## src/rtl/pdp_defs.vh

```
// offsets, field positions, reset values and timing counts of the debug port physical layer
`ifndef PDP_DEFS_VH
`define PDP_DEFS_VH
// register byte offsets on the ahb-lite slave
`define PDP_OFS_CTRL 8'h00
`define PDP_OFS_GUARD 8'h04
`define PDP_OFS_TXDATA 8'h08
`define PDP_OFS_RXDATA 8'h0c
`define PDP_OFS_STATUS 8'h10
// control fields
`define PDP_CTRL_TXREQ 0
`define PDP_CTRL_SCANDIS 1
// status fields
`define PDP_ST_ACTIVE 0
`define PDP_ST_RSTOFF 1
`define PDP_ST_PERR 2
`define PDP_ST_FERR 3
`define PDP_ST_BRK 4
`define PDP_ST_COL 5
`define PDP_ST_COMM 6
`define PDP_ST_DEVRST 7
`define PDP_ST_TXMODE 8
// guard reset value and guard floor
`define PDP_GUARD_RST 8'h80
`define PDP_GUARD_MIN 8'h02
// frame and character sizes, activation clock count
`define PDP_FRAME_BITS 4'hc
`define PDP_CHAR_BITS 4'hc
`define PDP_ACT_CLKS 5'h10
// timing, as printed, and the clock rate
`define PDP_HCLK_NS 20
`define PDP_RST_MIN_NS 2500
`define PDP_ACT_WIN_NS 100000
`define PDP_INACT_NS 100000
// reset pulse is a least time: round up; windows are longest times: round down
`define PDP_RST_MIN_CYC ((`PDP_RST_MIN_NS + `PDP_HCLK_NS - 1) / `PDP_HCLK_NS)
`define PDP_ACT_WIN_CYC (`PDP_ACT_WIN_NS / `PDP_HCLK_NS)
`define PDP_INACT_CYC (`PDP_INACT_NS / `PDP_HCLK_NS)
// tap instruction that selects the 9-bit communication register
`define PDP_IR_COMM 4'h7
`define PDP_IR_CAPT 4'h1
`endif

```

## src/rtl/pdp_top.v

```verilog
// two-wire programming and debug port physical layer with scan-path access and ahb-lite registers
// Function
// - data line high past reset minimum pulse disables the reset function of clock pin
// - first debug clock within 100us of reset disable, else sequence restarts
// - on enable the reset pin level is sampled into the device reset hold
// - debug clock slower than 10kHz disables port and restores reset function
// - frame: low start, eight data, even parity, two high stop bits
// - break is 12+ low bit times, idle is 12+ high bit times
// - after activation the port receives, waiting for a start bit
// - sender changes data on falling clock, receiver samples on rising clock
// - in transmit mode idle high bits fill gaps between frames
// - collision while sending releases the driver and waits in receive for break
// - received parity not matching even parity of data flags parity error
// - low stop bit flags frame error; byte passed only when clean
// - break while sending is a collision; break while receiving is a break
// - receive to transmit inserts configurable idle bits, at least two, default 128
// - driver active only in the cycle a bit changes; keeper holds otherwise; the first bit after the turn to transmit is driven too
// - bit held two or more cycles is compared with the line; mismatch is collision
// - scan path usable only with enable fuse set and scan-disable bit clear
// - comm instruction selects 9-bit register: capture, shift, update to controller
// - scan frame is eight data bits then parity, no start or stop
// - scan data shifted lsb first with even parity
//
// The register addresses and the AHB-Lite register port were decided locally.
`timescale 1ns/1ps
`include "pdp_defs.vh"
module pdp_top #(
   parameter ACT_WIN_CYC = `PDP_ACT_WIN_CYC,
   parameter INACT_CYC = `PDP_INACT_CYC,
   parameter RST_MIN_CYC = `PDP_RST_MIN_CYC
) (
   input wire hclk,
   input wire hresetn,
   input wire hsel,
   input wire [7:0] haddr,
   input wire [1:0] htrans,
   input wire hwrite,
   input wire [2:0] hsize,
   input wire [31:0] hwdata,
   input wire hready,
   output reg [31:0] hrdata,
   output wire hreadyout,
   output wire hresp,
   input wire debug_clock_line,
   input wire debug_data_line_in,
   output wire debug_data_line_out,
   output wire debug_data_line_oe_n,
   input wire reset_fuse_off,
   input wire scan_port_enable_fuse,
   output wire reset_function_off,
   output wire device_reset_hold,
   output wire port_active,
   input wire tck,
   input wire tms,
   input wire tdi,
   output wire tdo
);
   // enable sequence states
   localparam EN_OFF = 2'b00;
   localparam EN_WAIT = 2'b01;
   localparam EN_CNT = 2'b10;
   localparam EN_ON = 2'b11;
   // tap states
   localparam T_TLR = 4'h0, T_RTI = 4'h1, T_SDR = 4'h2, T_CDR = 4'h3, T_SHDR = 4'h4, T_E1DR = 4'h5;
   localparam T_PDR = 4'h6, T_E2DR = 4'h7, T_UDR = 4'h8, T_SIR = 4'h9, T_CIR = 4'ha, T_SHIR = 4'hb;
   localparam T_E1IR = 4'hc, T_PIR = 4'hd, T_E2IR = 4'he, T_UIR = 4'hf;

   // two-flop synchronisers for the debug clock, data and scan pins; s1 feeds only s2
   reg [4:0] s1_q, s2_q, s3_q;
   wire dclk = s2_q[0];
   wire ddat = s2_q[1];
   wire tck_s = s2_q[2];
   wire tms_s = s2_q[3];
   wire tdi_s = s2_q[4];
   wire d_rise = dclk & ~s3_q[0];
   wire d_fall = ~dclk & s3_q[0];
   wire t_rise = tck_s & ~s3_q[2];
   wire t_fall = ~tck_s & s3_q[2];
   always @(posedge hclk or negedge hresetn) begin
      if (!hresetn) begin
         s1_q <= 5'h1f;
         s2_q <= 5'h1f;
         s3_q <= 5'h1f;
      end else begin
         s1_q <= {tdi, tms, tck, debug_data_line_in, debug_clock_line};
         s2_q <= s1_q;
         s3_q <= s2_q;
      end
   end

   // registers and shared flags
   reg txreq_q, scandis_q, pend_q, rxv_q, perr_q, ferr_q, brk_q, col_q;
   reg [7:0] guard_q, txd_q, rxd_q;
   reg take_q, rxld_q, perr_p_q, ferr_p_q, brk_p_q, col_p_q;
   reg jrx_q, jok_q, jtake_q;
   reg [7:0] rxbyte_q, jbyte_q;
   reg [1:0] en_q;
   reg dev_rst_q, txmode_q;
   reg [31:0] tmr_q;
   reg [4:0] act_q;

   // enable, activation and inactivity supervision
   always @(posedge hclk or negedge hresetn) begin
      if (!hresetn) begin
         en_q <= EN_OFF;
         tmr_q <= 32'h0;
         act_q <= 5'h0;
         dev_rst_q <= 1'b0;
      end else begin
         case (en_q)
            EN_OFF: begin
               // data held high long enough switches off the reset function
               tmr_q <= ddat ? tmr_q + 32'h1 : 32'h0;
               if (ddat && tmr_q >= RST_MIN_CYC - 1) begin
                  en_q <= EN_WAIT;
                  tmr_q <= 32'h0;
               end
            end
            EN_WAIT: begin
               tmr_q <= tmr_q + 32'h1;
               if (!ddat || tmr_q >= ACT_WIN_CYC - 1) begin
                  en_q <= EN_OFF;
                  tmr_q <= 32'h0;
               end else if (d_rise) begin
                  en_q <= EN_CNT;
                  act_q <= 5'h1;
                  tmr_q <= 32'h0;
               end
            end
            EN_CNT: begin
               tmr_q <= d_rise ? 32'h0 : tmr_q + 32'h1;
               if (!ddat || tmr_q >= INACT_CYC - 1) begin
                  en_q <= EN_OFF;
                  tmr_q <= 32'h0;
               end else if (d_rise) begin
                  act_q <= act_q + 5'h1;
                  if (act_q == `PDP_ACT_CLKS - 5'h1) begin
                     en_q <= EN_ON;
                     dev_rst_q <= ~dclk;
                  end
               end
            end
            EN_ON: begin
               // a stalled debug clock ends the session
               tmr_q <= d_rise ? 32'h0 : tmr_q + 32'h1;
               if (tmr_q >= INACT_CYC - 1) begin
                  en_q <= EN_OFF;
                  tmr_q <= 32'h0;
                  dev_rst_q <= 1'b0;
               end
            end
            default: en_q <= EN_OFF;
         endcase
      end
   end
   wire on = (en_q == EN_ON);
   assign port_active = on;
   assign reset_function_off = reset_fuse_off | (en_q != EN_OFF);
   assign device_reset_hold = dev_rst_q;

   // two-wire transmit and receive engine
   reg [10:0] tsh_q;
   reg [3:0] tbits_q, rcnt_q, low_q;
   reg [7:0] gcnt_q;
   reg out_q, drv_q, fresh_q, rxbusy_q, armed_q, waitbrk_q;
   reg [9:0] rsh_q;
   reg nb;
   always @* begin
      // next outgoing bit: guard idle, frame bit, or gap-filling idle
      nb = 1'b1;
      if (gcnt_q != 8'h0)
         nb = 1'b1;
      else if (tbits_q != 4'h0)
         nb = tsh_q[0];
      else if (pend_q && !take_q)
         nb = 1'b0;
   end
   always @(posedge hclk or negedge hresetn) begin
      if (!hresetn) begin
         txmode_q <= 1'b0;
         tsh_q <= 11'h7ff;
         tbits_q <= 4'h0;
         gcnt_q <= 8'h0;
         out_q <= 1'b1;
         drv_q <= 1'b0;
         fresh_q <= 1'b0;
         rxbusy_q <= 1'b0;
         armed_q <= 1'b0;
         waitbrk_q <= 1'b0;
         rcnt_q <= 4'h0;
         low_q <= 4'h0;
         rsh_q <= 10'h0;
         take_q <= 1'b0;
         rxld_q <= 1'b0;
         rxbyte_q <= 8'h0;
         perr_p_q <= 1'b0;
         ferr_p_q <= 1'b0;
         brk_p_q <= 1'b0;
         col_p_q <= 1'b0;
      end else begin
         take_q <= 1'b0;
         rxld_q <= 1'b0;
         perr_p_q <= 1'b0;
         ferr_p_q <= 1'b0;
         brk_p_q <= 1'b0;
         col_p_q <= 1'b0;
         // scan results land even with the two-wire side off; a good two-wire byte or parity error below overrides them
         if (jrx_q) begin
            rxld_q <= jok_q;
            perr_p_q <= ~jok_q;
            rxbyte_q <= jbyte_q;
         end
         if (jtake_q)
            take_q <= 1'b1;
         if (!on) begin
            // inactive port starts over in receive with the line released
            txmode_q <= 1'b0;
            tbits_q <= 4'h0;
            gcnt_q <= 8'h0;
            drv_q <= 1'b0;
            out_q <= 1'b1;
            rxbusy_q <= 1'b0;
            armed_q <= 1'b0;
            waitbrk_q <= 1'b0;
            low_q <= 4'h0;
         end else if (d_fall) begin
            // outputs change only on the falling debug clock edge
            if (!txmode_q) begin
               if (txreq_q && !rxbusy_q && !waitbrk_q) begin
                  txmode_q <= 1'b1;
                  gcnt_q <= (guard_q < `PDP_GUARD_MIN) ? `PDP_GUARD_MIN : guard_q;
                  fresh_q <= 1'b1;
               end
            end else if (!txreq_q && tbits_q == 4'h0 && gcnt_q == 8'h0) begin
               txmode_q <= 1'b0;
               drv_q <= 1'b0;
            end else begin
               if (gcnt_q != 8'h0) begin
                  gcnt_q <= gcnt_q - 8'h1;
               end else if (tbits_q != 4'h0) begin
                  tsh_q <= {1'b1, tsh_q[10:1]};
                  tbits_q <= tbits_q - 4'h1;
               end else if (pend_q && !take_q) begin
                  // stop, stop, parity, data lsb first; start goes out now
                  tsh_q <= {2'b11, ^txd_q, txd_q};
                  tbits_q <= `PDP_FRAME_BITS - 4'h1;
                  take_q <= 1'b1;
               end
               // drive on a change and on the first bit after entering transmit; the keeper holds steady bits
               drv_q <= fresh_q | (nb != out_q);
               out_q <= nb;
               fresh_q <= 1'b0;
            end
         end else if (d_rise) begin
            // inputs are sampled on the rising debug clock edge
            if (txmode_q) begin
               if (!fresh_q && !drv_q && ddat != out_q) begin
                  // a break from the programmer lands here as a collision
                  txmode_q <= 1'b0;
                  tbits_q <= 4'h0;
                  gcnt_q <= 8'h0;
                  waitbrk_q <= 1'b1;
                  col_p_q <= 1'b1;
                  armed_q <= 1'b0;
                  low_q <= ddat ? 4'h0 : 4'h1;
               end
            end else begin
               low_q <= ddat ? 4'h0 : ((low_q == `PDP_CHAR_BITS) ? low_q : low_q + 4'h1);
               if (ddat)
                  armed_q <= 1'b1;
               if (!ddat && low_q == `PDP_CHAR_BITS - 4'h1) begin
                  brk_p_q <= 1'b1;
                  waitbrk_q <= 1'b0;
                  rxbusy_q <= 1'b0;
                  armed_q <= 1'b0;
               end else if (rxbusy_q) begin
                  rcnt_q <= rcnt_q + 4'h1;
                  rsh_q <= {ddat, rsh_q[9:1]};
                  if (rcnt_q == 4'ha) begin
                     rxbusy_q <= 1'b0;
                     armed_q <= ddat;
                     if (!rsh_q[9] || !ddat)
                        ferr_p_q <= 1'b1;
                     else if (^rsh_q[8:0])
                        perr_p_q <= 1'b1;
                     else begin
                        rxld_q <= 1'b1;
                        rxbyte_q <= rsh_q[7:0];
                     end
                  end
               end else if (armed_q && !ddat && !waitbrk_q) begin
                  rxbusy_q <= 1'b1;
                  rcnt_q <= 4'h0;
               end
            end
         end
      end
   end
   assign debug_data_line_out = out_q;
   assign debug_data_line_oe_n = ~drv_q;

   // scan tap with the 9-bit communication register
   reg [3:0] tap_q, ir_q, irsh_q;
   reg [8:0] dr_q;
   reg byp_q, tdo_q;
   reg [3:0] tap_d;
   wire scan_ok = scan_port_enable_fuse & ~scandis_q;
   wire comm = (ir_q == `PDP_IR_COMM);
   always @* begin
      case (tap_q)
         T_TLR: tap_d = tms_s ? T_TLR : T_RTI;
         T_RTI: tap_d = tms_s ? T_SDR : T_RTI;
         T_SDR: tap_d = tms_s ? T_SIR : T_CDR;
         T_CDR: tap_d = tms_s ? T_E1DR : T_SHDR;
         T_SHDR: tap_d = tms_s ? T_E1DR : T_SHDR;
         T_E1DR: tap_d = tms_s ? T_UDR : T_PDR;
         T_PDR: tap_d = tms_s ? T_E2DR : T_PDR;
         T_E2DR: tap_d = tms_s ? T_UDR : T_SHDR;
         T_UDR: tap_d = tms_s ? T_SDR : T_RTI;
         T_SIR: tap_d = tms_s ? T_TLR : T_CIR;
         T_CIR: tap_d = tms_s ? T_E1IR : T_SHIR;
         T_SHIR: tap_d = tms_s ? T_E1IR : T_SHIR;
         T_E1IR: tap_d = tms_s ? T_UIR : T_PIR;
         T_PIR: tap_d = tms_s ? T_E2IR : T_PIR;
         T_E2IR: tap_d = tms_s ? T_UIR : T_SHIR;
         T_UIR: tap_d = tms_s ? T_SDR : T_RTI;
         default: tap_d = T_TLR;
      endcase
   end
   always @(posedge hclk or negedge hresetn) begin
      if (!hresetn) begin
         tap_q <= T_TLR;
         ir_q <= 4'h0;
         irsh_q <= 4'h0;
         dr_q <= 9'h0;
         byp_q <= 1'b0;
         tdo_q <= 1'b0;
         jrx_q <= 1'b0;
         jok_q <= 1'b0;
         jtake_q <= 1'b0;
         jbyte_q <= 8'h0;
      end else begin
         jrx_q <= 1'b0;
         jtake_q <= 1'b0;
         if (!scan_ok) begin
            tap_q <= T_TLR;
            ir_q <= 4'h0;
         end else if (t_rise) begin
            tap_q <= tap_d;
            case (tap_q)
               T_TLR: ir_q <= 4'h0;
               T_CIR: irsh_q <= `PDP_IR_CAPT;
               T_SHIR: irsh_q <= {tdi_s, irsh_q[3:1]};
               T_UIR: ir_q <= irsh_q;
               T_CDR: begin
                  byp_q <= 1'b0;
                  // in transmit mode a pending byte goes out with good parity, else a forced parity error
                  if (comm && txmode_q && pend_q && !take_q) begin
                     dr_q <= {^txd_q, txd_q};
                     jtake_q <= 1'b1;
                  end else if (comm)
                     dr_q <= 9'h100;
               end
               T_SHDR: begin
                  byp_q <= tdi_s;
                  if (comm)
                     dr_q <= {tdi_s, dr_q[8:1]};
               end
               T_UDR: begin
                  if (comm) begin
                     jrx_q <= 1'b1;
                     jok_q <= ~(^dr_q);
                     jbyte_q <= dr_q[7:0];
                  end
               end
               default: ;
            endcase
         end else if (t_fall) begin
            // tdo changes on the falling tck edge
            if (tap_q == T_SHIR)
               tdo_q <= irsh_q[0];
            else if (tap_q == T_SHDR)
               tdo_q <= comm ? dr_q[0] : byp_q;
         end
      end
   end
   assign tdo = tdo_q;

   // ahb-lite slave: zero wait states, always okay
   reg aph_q, awr_q;
   reg [7:0] aad_q;
   wire ap = hsel & hready & htrans[1];
   wire wr = aph_q & awr_q;
   wire [8:0] st = {txmode_q, dev_rst_q, comm & scan_ok, col_q, brk_q, ferr_q, perr_q, reset_function_off, on};
   assign hreadyout = 1'b1;
   assign hresp = 1'b0;
   always @(posedge hclk or negedge hresetn) begin
      if (!hresetn) begin
         aph_q <= 1'b0;
         awr_q <= 1'b0;
         aad_q <= 8'h0;
         hrdata <= 32'h0;
         txreq_q <= 1'b0;
         scandis_q <= 1'b0;
         guard_q <= `PDP_GUARD_RST;
         txd_q <= 8'h0;
         pend_q <= 1'b0;
         rxd_q <= 8'h0;
         rxv_q <= 1'b0;
         perr_q <= 1'b0;
         ferr_q <= 1'b0;
         brk_q <= 1'b0;
         col_q <= 1'b0;
      end else begin
         aph_q <= ap;
         awr_q <= hwrite;
         aad_q <= haddr;
         // read data is prepared at the address phase
         if (ap && !hwrite) begin
            case (haddr)
               `PDP_OFS_CTRL: hrdata <= {30'h0, scandis_q, txreq_q};
               `PDP_OFS_GUARD: hrdata <= {24'h0, guard_q};
               `PDP_OFS_TXDATA: hrdata <= {23'h0, pend_q, txd_q};
               `PDP_OFS_RXDATA: hrdata <= {23'h0, rxv_q, rxd_q};
               `PDP_OFS_STATUS: hrdata <= {23'h0, st};
               default: hrdata <= 32'h0;
            endcase
         end
         if (wr && aad_q == `PDP_OFS_CTRL) begin
            txreq_q <= hwdata[`PDP_CTRL_TXREQ];
            scandis_q <= hwdata[`PDP_CTRL_SCANDIS];
         end
         if (wr && aad_q == `PDP_OFS_GUARD)
            guard_q <= hwdata[7:0];
         if (wr && aad_q == `PDP_OFS_TXDATA)
            txd_q <= hwdata[7:0];
         // sets win over clears: a txdata write over a take, hardware sets over software clears
         pend_q <= (wr && aad_q == `PDP_OFS_TXDATA) | (pend_q & ~take_q);
         if (rxld_q)
            rxd_q <= rxbyte_q;
         rxv_q <= rxld_q | (rxv_q & ~(ap && !hwrite && haddr == `PDP_OFS_RXDATA));
         perr_q <= perr_p_q | (perr_q & ~(wr && aad_q == `PDP_OFS_STATUS && hwdata[`PDP_ST_PERR]));
         ferr_q <= ferr_p_q | (ferr_q & ~(wr && aad_q == `PDP_OFS_STATUS && hwdata[`PDP_ST_FERR]));
         brk_q <= brk_p_q | (brk_q & ~(wr && aad_q == `PDP_OFS_STATUS && hwdata[`PDP_ST_BRK]));
         col_q <= col_p_q | (col_q & ~(wr && aad_q == `PDP_OFS_STATUS && hwdata[`PDP_ST_COL]));
      end
   end
endmodule

```

## config.mk

```make
export PLATFORM = sky130hd
export DESIGN_NAME = pdp_top
export DESIGN_NICKNAME = d
export VERILOG_FILES = /design/src/rtl/pdp_top.v
export VERILOG_INCLUDE_DIRS = /design/src /design/src/rtl
export SDC_FILE = /design/constraint.sdc
export NUM_CORES = 1
export LEC_CHECK = 0
export ABC_AREA = 1
export ABC_CLOCK_PERIOD_IN_PS = 3200
export BUFFER_PORTS_ARGS = -buffer_cell sky130_fd_sc_hd__buf_2
export CAP_MARGIN = 20
export CORE_MARGIN = 3
export CORE_UTILIZATION = 40
export CTS_CLUSTER_DIAMETER = 200
export DETAILED_ROUTE_END_ITERATION = 6
export PLACE_DENSITY = 0.57
export REMOVE_ABC_BUFFERS = 1
export SETUP_SLACK_MARGIN = 0.05
export SYNTH_ARGS = -nofsm -noshare
export SYNTH_HDL_FRONTEND = slang
export SYNTH_SLANG_ARGS = --single-unit
```

## constraint.sdc

```tcl
create_clock -name hclk -period 3.2 [get_ports hclk]
set_clock_uncertainty 0.15 [all_clocks]
set_input_delay 0.64 -clock hclk [delete_from_list [all_inputs] [get_ports hclk]]
set_output_delay 0.64 -clock hclk [all_outputs]
set_load 0.03 [all_outputs]
```

# Word level (Yosys, flattened, before mapping)
# Index checks and enable logic that the tools add are counted.
[word_totals]
regBits = 223
inputBits = 57
[classes]
order_cmp = 3
n_mux = 193
n_addsub = 6
n_bitwise = 43
n_eq_ne = 65
reduce_logical = 80
[op_table]
columns = ["operator", "count"]
rows = [
  ["32-bit 2-to-1 mux", 5],
  ["8-bit 2-to-1 mux", 20],
  ["1-bit 2-to-1 mux", 110],
  ["4-bit 2-to-1 mux", 27],
  ["32-bit one-hot mux with 3 select lines", 1],
  ["4-bit one-hot mux with 12 select lines", 1],
  ["9-bit one-hot mux with 5 select lines", 1],
  ["4-bit == test (second input constant)", 11],
  ["32-bit by 1-bit adder with 32-bit output (second input constant)", 1],
  ["32-bit by 13-bit greater-or-equal comparator with 1-bit output (second input constant)", 1],
  ["32-bit by 7-bit greater-or-equal comparator with 1-bit output (second input constant)", 1],
  ["6-bit AND reduction", 5],
  ["9-bit 2-to-1 mux", 3],
  ["8-bit by 4-bit == test with 1-bit output (second input constant)", 3],
  ["1-bit logical AND", 24],
  ["8-bit zero test", 3],
  ["2-bit != test (second input constant)", 12],
  ["11-bit 2-to-1 mux", 2],
  ["4-bit by 3-bit == test with 1-bit output (second input constant)", 5],
  ["2-bit 2-to-1 mux", 10],
  ["5-bit 2-to-1 mux", 4],
  ["1-bit NOT", 20],
  ["4-bit AND reduction", 5],
  ["5-bit AND reduction", 4],
  ["other kinds (41)", 111],
]

# Depth between registers and ports, before layout
# Gate-level depths: netlist (run 1).
[logic_depth]
ltp_word = 11
depth_mapped = 13
mapped_depth_nobuf = 13

# Worst setup path before layout (run 1)
# No wires, ideal clock.
[synth_timing]
path_type = "register to register"
start = "reg en_q[0]"
end = "reg tsh_q[7]"
setup_ns = 0.081
n_path_buf = 1
path_stages_with_launch = 12
slack_ns = 1.137
arrival_time_ns = 1.832
path_cell_list = "dfrtp_1 ha_1 inv_2 nor2_8 inv_4 nor2_8 nand2_4 nor2_4 nand2_4 buf_6 nand2_1 o21ai_2"
[synth_via]
elab_chain_cells = 2
[synth_lines]
columns = ["element", "line", "text"]
rows = [
  ["start, declared", "pdp_top.v:97", "reg [1:0] en_q;"],
  ["start signal, assigned", "pdp_top.v:105", "en_q <= EN_OFF;"],
  ["start signal, assigned", "pdp_top.v:115", "en_q <= EN_WAIT;"],
  ["start signal, assigned", "pdp_top.v:122", "en_q <= EN_OFF;"],
  ["2-bit == test", "pdp_top.v:156", "wire on = (en_q == EN_ON);"],
  ["net port_active", "pdp_top.v:52", "output wire port_active,"],
  ["6-bit AND reduction (no line)", "--", ""],
  ["end signal, assigned", "pdp_top.v:241", "tsh_q <= {1'b1, tsh_q[10:1]};"],
  ["end signal, assigned", "pdp_top.v:245", "tsh_q <= {2'b11, ^txd_q, txd_q};"],
  ["end, declared", "pdp_top.v:162", "reg [10:0] tsh_q;"],
]
# The timed path passes the listed nets, and every way through them passes these cells.
# A chain may end at the register's enable or synchronous reset.

# Worst setup path after layout (run 1)
[layout_timing]
start = "reg en_q[0]"
end = "reg rsh_q[9]"
[layout_via]
elab_chain_cells = 2
[layout_lines]
columns = ["element", "line", "text"]
rows = [
  ["2-bit == test", "pdp_top.v:156", ""],
  ["6-bit AND reduction (no line)", "--", ""],
  ["end signal, assigned", "pdp_top.v:278", "rsh_q <= {ddat, rsh_q[9:1]};"],
  ["end, declared", "pdp_top.v:166", "reg [9:0] rsh_q;"],
]
# Every way passes these cells.

==> impl_metrics.toml, run 1 <==
[route]
ant_nets = 0
drtIter0Drc = 440
drtPass1Iterations = 5
vias_per_cell = 4.77
wl_per_cell_um = 14.2
routed_wirelength_mm = 21.6
vias = 7248
drc = 0

[setup_path]
crit_arrival_ps = 2650
critPathMaxFanout = 14
critPathKind = "register to register"
cp.required_ps = 3350
timing.rr.end = "rsh_q[9]"
endpoint_kind = "register"
worst-r2r-cell-count = 9
rrSetupSlack_ps = 700
startpoint_type = "register"
r2r_start = "en_q[0]"

[clocking]
htree_levels = 4
clockRootBuffer = "clkbuf_16"
post_cts_buffers = 0
ctsHoldBuffers = 0
cts_tree = "built"
clock-sinks = 197
clk_latency_ps = 430
clockBufferDepth = 2
ctsResizeCount = 0
clkTransAtPathRegs_ps = 80
cts_made_buffers = 17

[synth]
ys_ff_latch = 197
synthesis.area_mm2 = 0.00982
yosys.area.top_type_share_pct = 44.4
synthFlopType = "dfrtp_1"
synth_area_leaders = "dfrtp_1 (44%), nand2_1 (8.0%), dfstp_2 (6.2%), inv_1 (5.4%), o21ai_0 (5.1%)"
syn-instance-count = 1120
ys.warnings.count = 0
synth_cell_types = 55
yosysTopAreaCell = "dfrtp_1"
synth-edff-count = 0
synthArstFlopShare_pct = 100
synth-seq-area-share_pct = 50.5
avgSynthCellArea_um2 = 8.77

[power]
power.total_uw = 5090
vdd_drop_max_v = 0.000279
power.leakage_uw = 0.00529
p_per_area_mw_per_mm2 = 463

[floorplan]
initial_core_util_pct = 41.2
die_w_um = 163
die_h_um = 163
core_mm2 = 0.0238
io-pin-count = 97
dieArea_mm2 = 0.0265
rows = 56

[finish]
regArea_mm2 = 0.00496
area_growth_pct = 12.0
layout-drive-gt1-share_pct = 15.4
final_nets = 1262
multi_input_area_mm2 = 0.00414
utilization_pct = 46.2
diodes = 0
layout_common_cells = "nand2_1 (210), dfrtp_1 (174), inv_1 (142)"
n_fill_cell = 2331
layout.cells.most_common = "nand2_1"

[worst_hold_path]
hp-class = "primary input to asynchronous set/reset pin"

[sta]
period_needed_ps = 2500
fmax_mhz = 399
hold_violations = 0
finalSetupViolations = 0
period_share_pct = 78.2
relSlewSlack_pct = 57.7
whs_ps = 86.1
setup-tns-final_ps = 0
rsz0062_at_grt = "no"
tightestPinTransition_ps = 632
slew_viol_final = 0

[global_route]
track_usage_pct = 17.1
grt_max_degree = 77
grt-ovfl-total = 0
antenna_found_initial = 0
grt_pass1_vias = 6992
grt_pass1_wl_mm = 36.2

[place]
dpl.hpwl_mm = 15.9
gp_congestion = 0.853
numPortBuffers = 43

[job]
cap_viol_max_count = 0

[run_status]
status = "finished, final reports clean"
## registers in the layout, summed over array words and instances (netlist names), 5 cells and up
signal	flops
gcnt_q	8
tmr_q	32
jbyte_q	8
act_q	5
guard_q	8
s2_q	5
rsh_q	10
txd_q	8
dr_q	9
hrdata	9
rxbyte_q	8
tsh_q	9
aad_q	8
rxd_q	8
s1_q	5
## worst max-delay path, cell delays in order, from the launching register on
cell     delay, ps
dfrtp_1        400
ha_1           370
nand2_1        220
inv_1          150
nand2_1        120
inv_1          120
nand3_1        380
buf_4          310
nand2_1         60
o21ai_0         80
## cells by family (layout without fill, tap and decap cells)
logic type               after synthesis  in the layout  synth area share, %
AND/OR/NAND/NOR                      440            440                 21.0
AO/OA/AOI/OAI                        223            223                 13.2
flip-flops                           197            197                 50.5
buffers and inverters                197            237                 8.95
XOR/XNOR                              32             32                 2.85
adder cells (fa/ha/maj)               16             16                 2.04
multiplexers                          13             13                 1.45
other                                  2             44               0.0765
## per-layer routing
metal	up-vias	routed length, µm	global-route usage, %
met5	-	0	0
met4	0	229	3.81
met3	13	898	3.03
met2	132	10100	27.1
met1	3388	10400	24.6
li1	3715	-	-
## metrics by stage
step | cell area (µm²) | setup slack (ps) | std cells
2_1_floorplan | 9670 | 876 | 1116
5_1_grt | 11000 | 409 | 1521
6_report | 11000 | 697 | 1521
4_1_cts | 11000 | 662 | 1521
3_3_place_gp | 10400 | 786 | 1489
3_5_place_dp | 10400 | 699 | 1489
## cell usage after synthesis, types with 8 or more instances
cell and n:
mux2_2 10, inv_1 142, nor3_1 16, nand3_1 48, nand2_2 8, o22ai_1 18, ha_1 16, xor2_1 16
xnor2_1 16, dfstp_2 23, a21oi_1 36, nand2_1 210, buf_4 26, o21ai_2 8, nor2_1 102, o21ai_1 15
clkbuf_1 8, nand4_1 14, inv_2 8, a31oi_1 11, a21oi_2 13, dfrtp_1 174, o21ai_0 101
## report_power, final
group | switching, µW | internal [µW]
sequential | 33.1 | 2540
combinational | 220 | 78.7
clock | 961 | 1260
## how the worst max path moves through the flow
stage / cells past startpoint / endpoint / startpoint
after global placement: 8 / hrdata[1] / haddr[1]
after CTS: 9 / rsh_q[9] / en_q[0]
after detailed placement: 9 / rsh_q[5] / en_q[0]
after global routing: 9 / rsh_q[9] / en_q[0]
after floorplan: 7 / rsh_q[0] / en_q[0]
final: 9 / rsh_q[9] / en_q[0]
## layout make-up
cell class / instances / area share [%]
Clock buffer: 22 / 4.13
Clock inverter: 10 / 1.33
Inverter: 151 / 5.18
Multi-Input combinational cell: 768 / 37.6
Sequential cell: 197 / 45.1
Tap cell: 319 / 3.63
Timing Repair Buffer: 54 / 3.02
(Power assumes the default switching activity.)
==> run 2, diff against run 1 <==
--- a/config.mk
+++ b/config.mk
@@ -7,14 +7,14 @@
 export NUM_CORES = 1
 export LEC_CHECK = 0
 export ABC_AREA = 1
-export ABC_CLOCK_PERIOD_IN_PS = 3200
+export ABC_CLOCK_PERIOD_IN_PS = 2100
 export BUFFER_PORTS_ARGS = -buffer_cell sky130_fd_sc_hd__buf_2
 export CAP_MARGIN = 20
 export CORE_MARGIN = 3
 export CORE_UTILIZATION = 40
 export CTS_CLUSTER_DIAMETER = 200
 export DETAILED_ROUTE_END_ITERATION = 6
-export PLACE_DENSITY = 0.57
+export PLACE_DENSITY = 0.59
 export REMOVE_ABC_BUFFERS = 1
 export SETUP_SLACK_MARGIN = 0.05
 export SYNTH_ARGS = -nofsm -noshare
==> constraint.sdc (replaced) <==
create_clock -name hclk -period 2.1 [get_ports hclk]
set_clock_uncertainty 0.15 [all_clocks]
set_input_delay 0.42 -clock hclk [delete_from_list [all_inputs] [get_ports hclk]]
set_output_delay 0.42 -clock hclk [all_outputs]
set_load 0.03 [all_outputs]
==> impl_metrics.toml, run 2 (synthesis results as in run 1) <==
[sta]
relSlewSlack_pct = 64.8
period_share_pct = 96.1
rsz0062_at_grt = "yes"
slew_viol_final = 0
whs_ps = 33.5
tightestPinTransition_ps = 524
fmax_mhz = 496
finalSetupViolations = 0
hold_violations = 0
period_needed_ps = 2020

[clocking]
clock-sinks = 197
cts_made_buffers = 17
clk_latency_ps = 440
htree_levels = 4
clockBufferDepth = 2
cts_tree = "built"
clkTransAtPathRegs_ps = 70
clockRootBuffer = "clkbuf_16"

[floorplan]
die_w_um = 163
dieArea_mm2 = 0.0265
rows = 56
die_h_um = 163
core_mm2 = 0.0238
io-pin-count = 97
initial_core_util_pct = 41.2

[place]
dpl_cell_area_mm2 = 0.0106
gp_congestion = 0.821
numPortBuffers = 43
dp_cells = 1514
dpl.hpwl_mm = 16.4

[global_route]
track_usage_pct = 17.5
grt_pass1_vias = 7261
grt_max_degree = 52
grt_pass1_wl_mm = 37.0
grt-ovfl-total = 0
antenna_found_initial = 0

[route]
drtIter0Drc = 527
ant_nets = 0
vias = 7543
drtPass1Iterations = 5
drc = 0
routed_wirelength_mm = 22.4
wl_per_cell_um = 14.3
vias_per_cell = 4.82

[finish]
layout_common_cells = "nand2_1 (207), dfrtp_1 (172), inv_1 (137)"
diodes = 0
utilization_pct = 48.3
area_growth_pct = 17.1
final_nets = 1307
layout.cells.most_common = "nand2_1"
layout-drive-gt1-share_pct = 19.3
stdcell_area_mm2 = 0.0115
stdcell_count = 1566
largest_reg_flops = 32
n_fill_cell = 2306
top_regs = "tmr_q: 32 flops, rsh_q: 10 flops"
top_register = "tmr_q"

[power]
power.leakage_uw = 0.00550
vdd_drop_max_v = 0.000397
p_per_area_mw_per_mm2 = 671
power.total_uw = 7720

[setup_path]
endpoint_kind = "primary output"
startpoint_type = "register"
worst-r2r-cell-count = 8
crit_arrival_ps = 1450
rrSetupSlack_ps = 180
critPathMaxFanout = 3
cp.required_ps = 1530
critPathKind = "register to primary output"

[job]
cap_viol_max_count = 0

[run_status]
status = "finished, final reports clean"

[worst_hold_path]
hp-class = "primary input to register"
min_delay_path_depth = 1
==> run 2: cell types whose count changed in the layout (fill, tap and decap cells not counted), sizes merged <==
cell,previous run,this run
buf,53,84
dlygate4sd3,0,14
clkbuf,23,22
bufinv,3,2
clkinvlp,4,3
inv,153,154
clkinv,1,3
==> run 2: routing by layer <==
| layer | routed length (µm) | share of wire (%) | GRT usage [%] |
|---|---|---|---|
| met1 | 10400 | 46 | 24.1 |
| met2 | 10700 | 48 | 28.7 |
| met3 | 1060 | 4.7 | 3.23 |
| met4 | 273 | 1.2 | 4.34 |
| met5 | 0 | 0 | 0 |
==> run 2: path summary, 6_finish.rpt <==
kind                       startpoint                  to
max                           en_q[1]  reset_function_off
max reg2reg                  low_q[0]           rcnt_q[2]
min                          haddr[2]            aad_q[2]
min in group asynchronous     hresetn             ir_q[1]
max in group asynchronous     hresetn             en_q[1]
min reg2reg                   s1_q[1]             s2_q[1]
==> run 2: area by class of cell <==
cell class              count  area (µm²)  share of cell area, %
flip-flops and latches    197        4960                   43.2
clock inverters            11         128                   1.11
clock buffers              21         450                   3.92
well taps                 319         399                   3.47
multi-input cells         768        4260                   37.0
inverters                 151         569                   4.95
repair buffers             99         731                   6.36
==> run 2: power by group <==
part           switching, µW  internal (µW)  leakage (µW)  total (µW)
registers               56.0           3870       0.00247        3930
clock network           1460           1800      0.000274        3260
logic                    361            168       0.00276         529
==> run 2: what timing repair did <==
| item | 4_1_cts | 5_1_grt |
|---|---|---|
| hold endpoints to repair | 43 | 0 |
| buffers inserted | 2 | 4 |
| resized for setup | 3 | 41 |
| setup endpoints to repair | 8 | 64 |
| pin swaps | 0 | 10 |
| hold buffers | 14 | 0 |
==> run 2: worst max-delay path, stage by stage (launching register included) <==
cell	delay [ps]
dfrtp_2	440
inv_1	120
ha_2	230
nand2_1	60
buf_4	160
==> run 2: stage by stage <==
step	setup slack (ps)	TNS, ps
6_report	82.8	0
3_5_place_dp	62.3	0
4_1_cts	63.8	0
3_3_place_gp	92.2	0
2_1_floorplan	-224	-866
5_1_grt	-37.0	-53.0
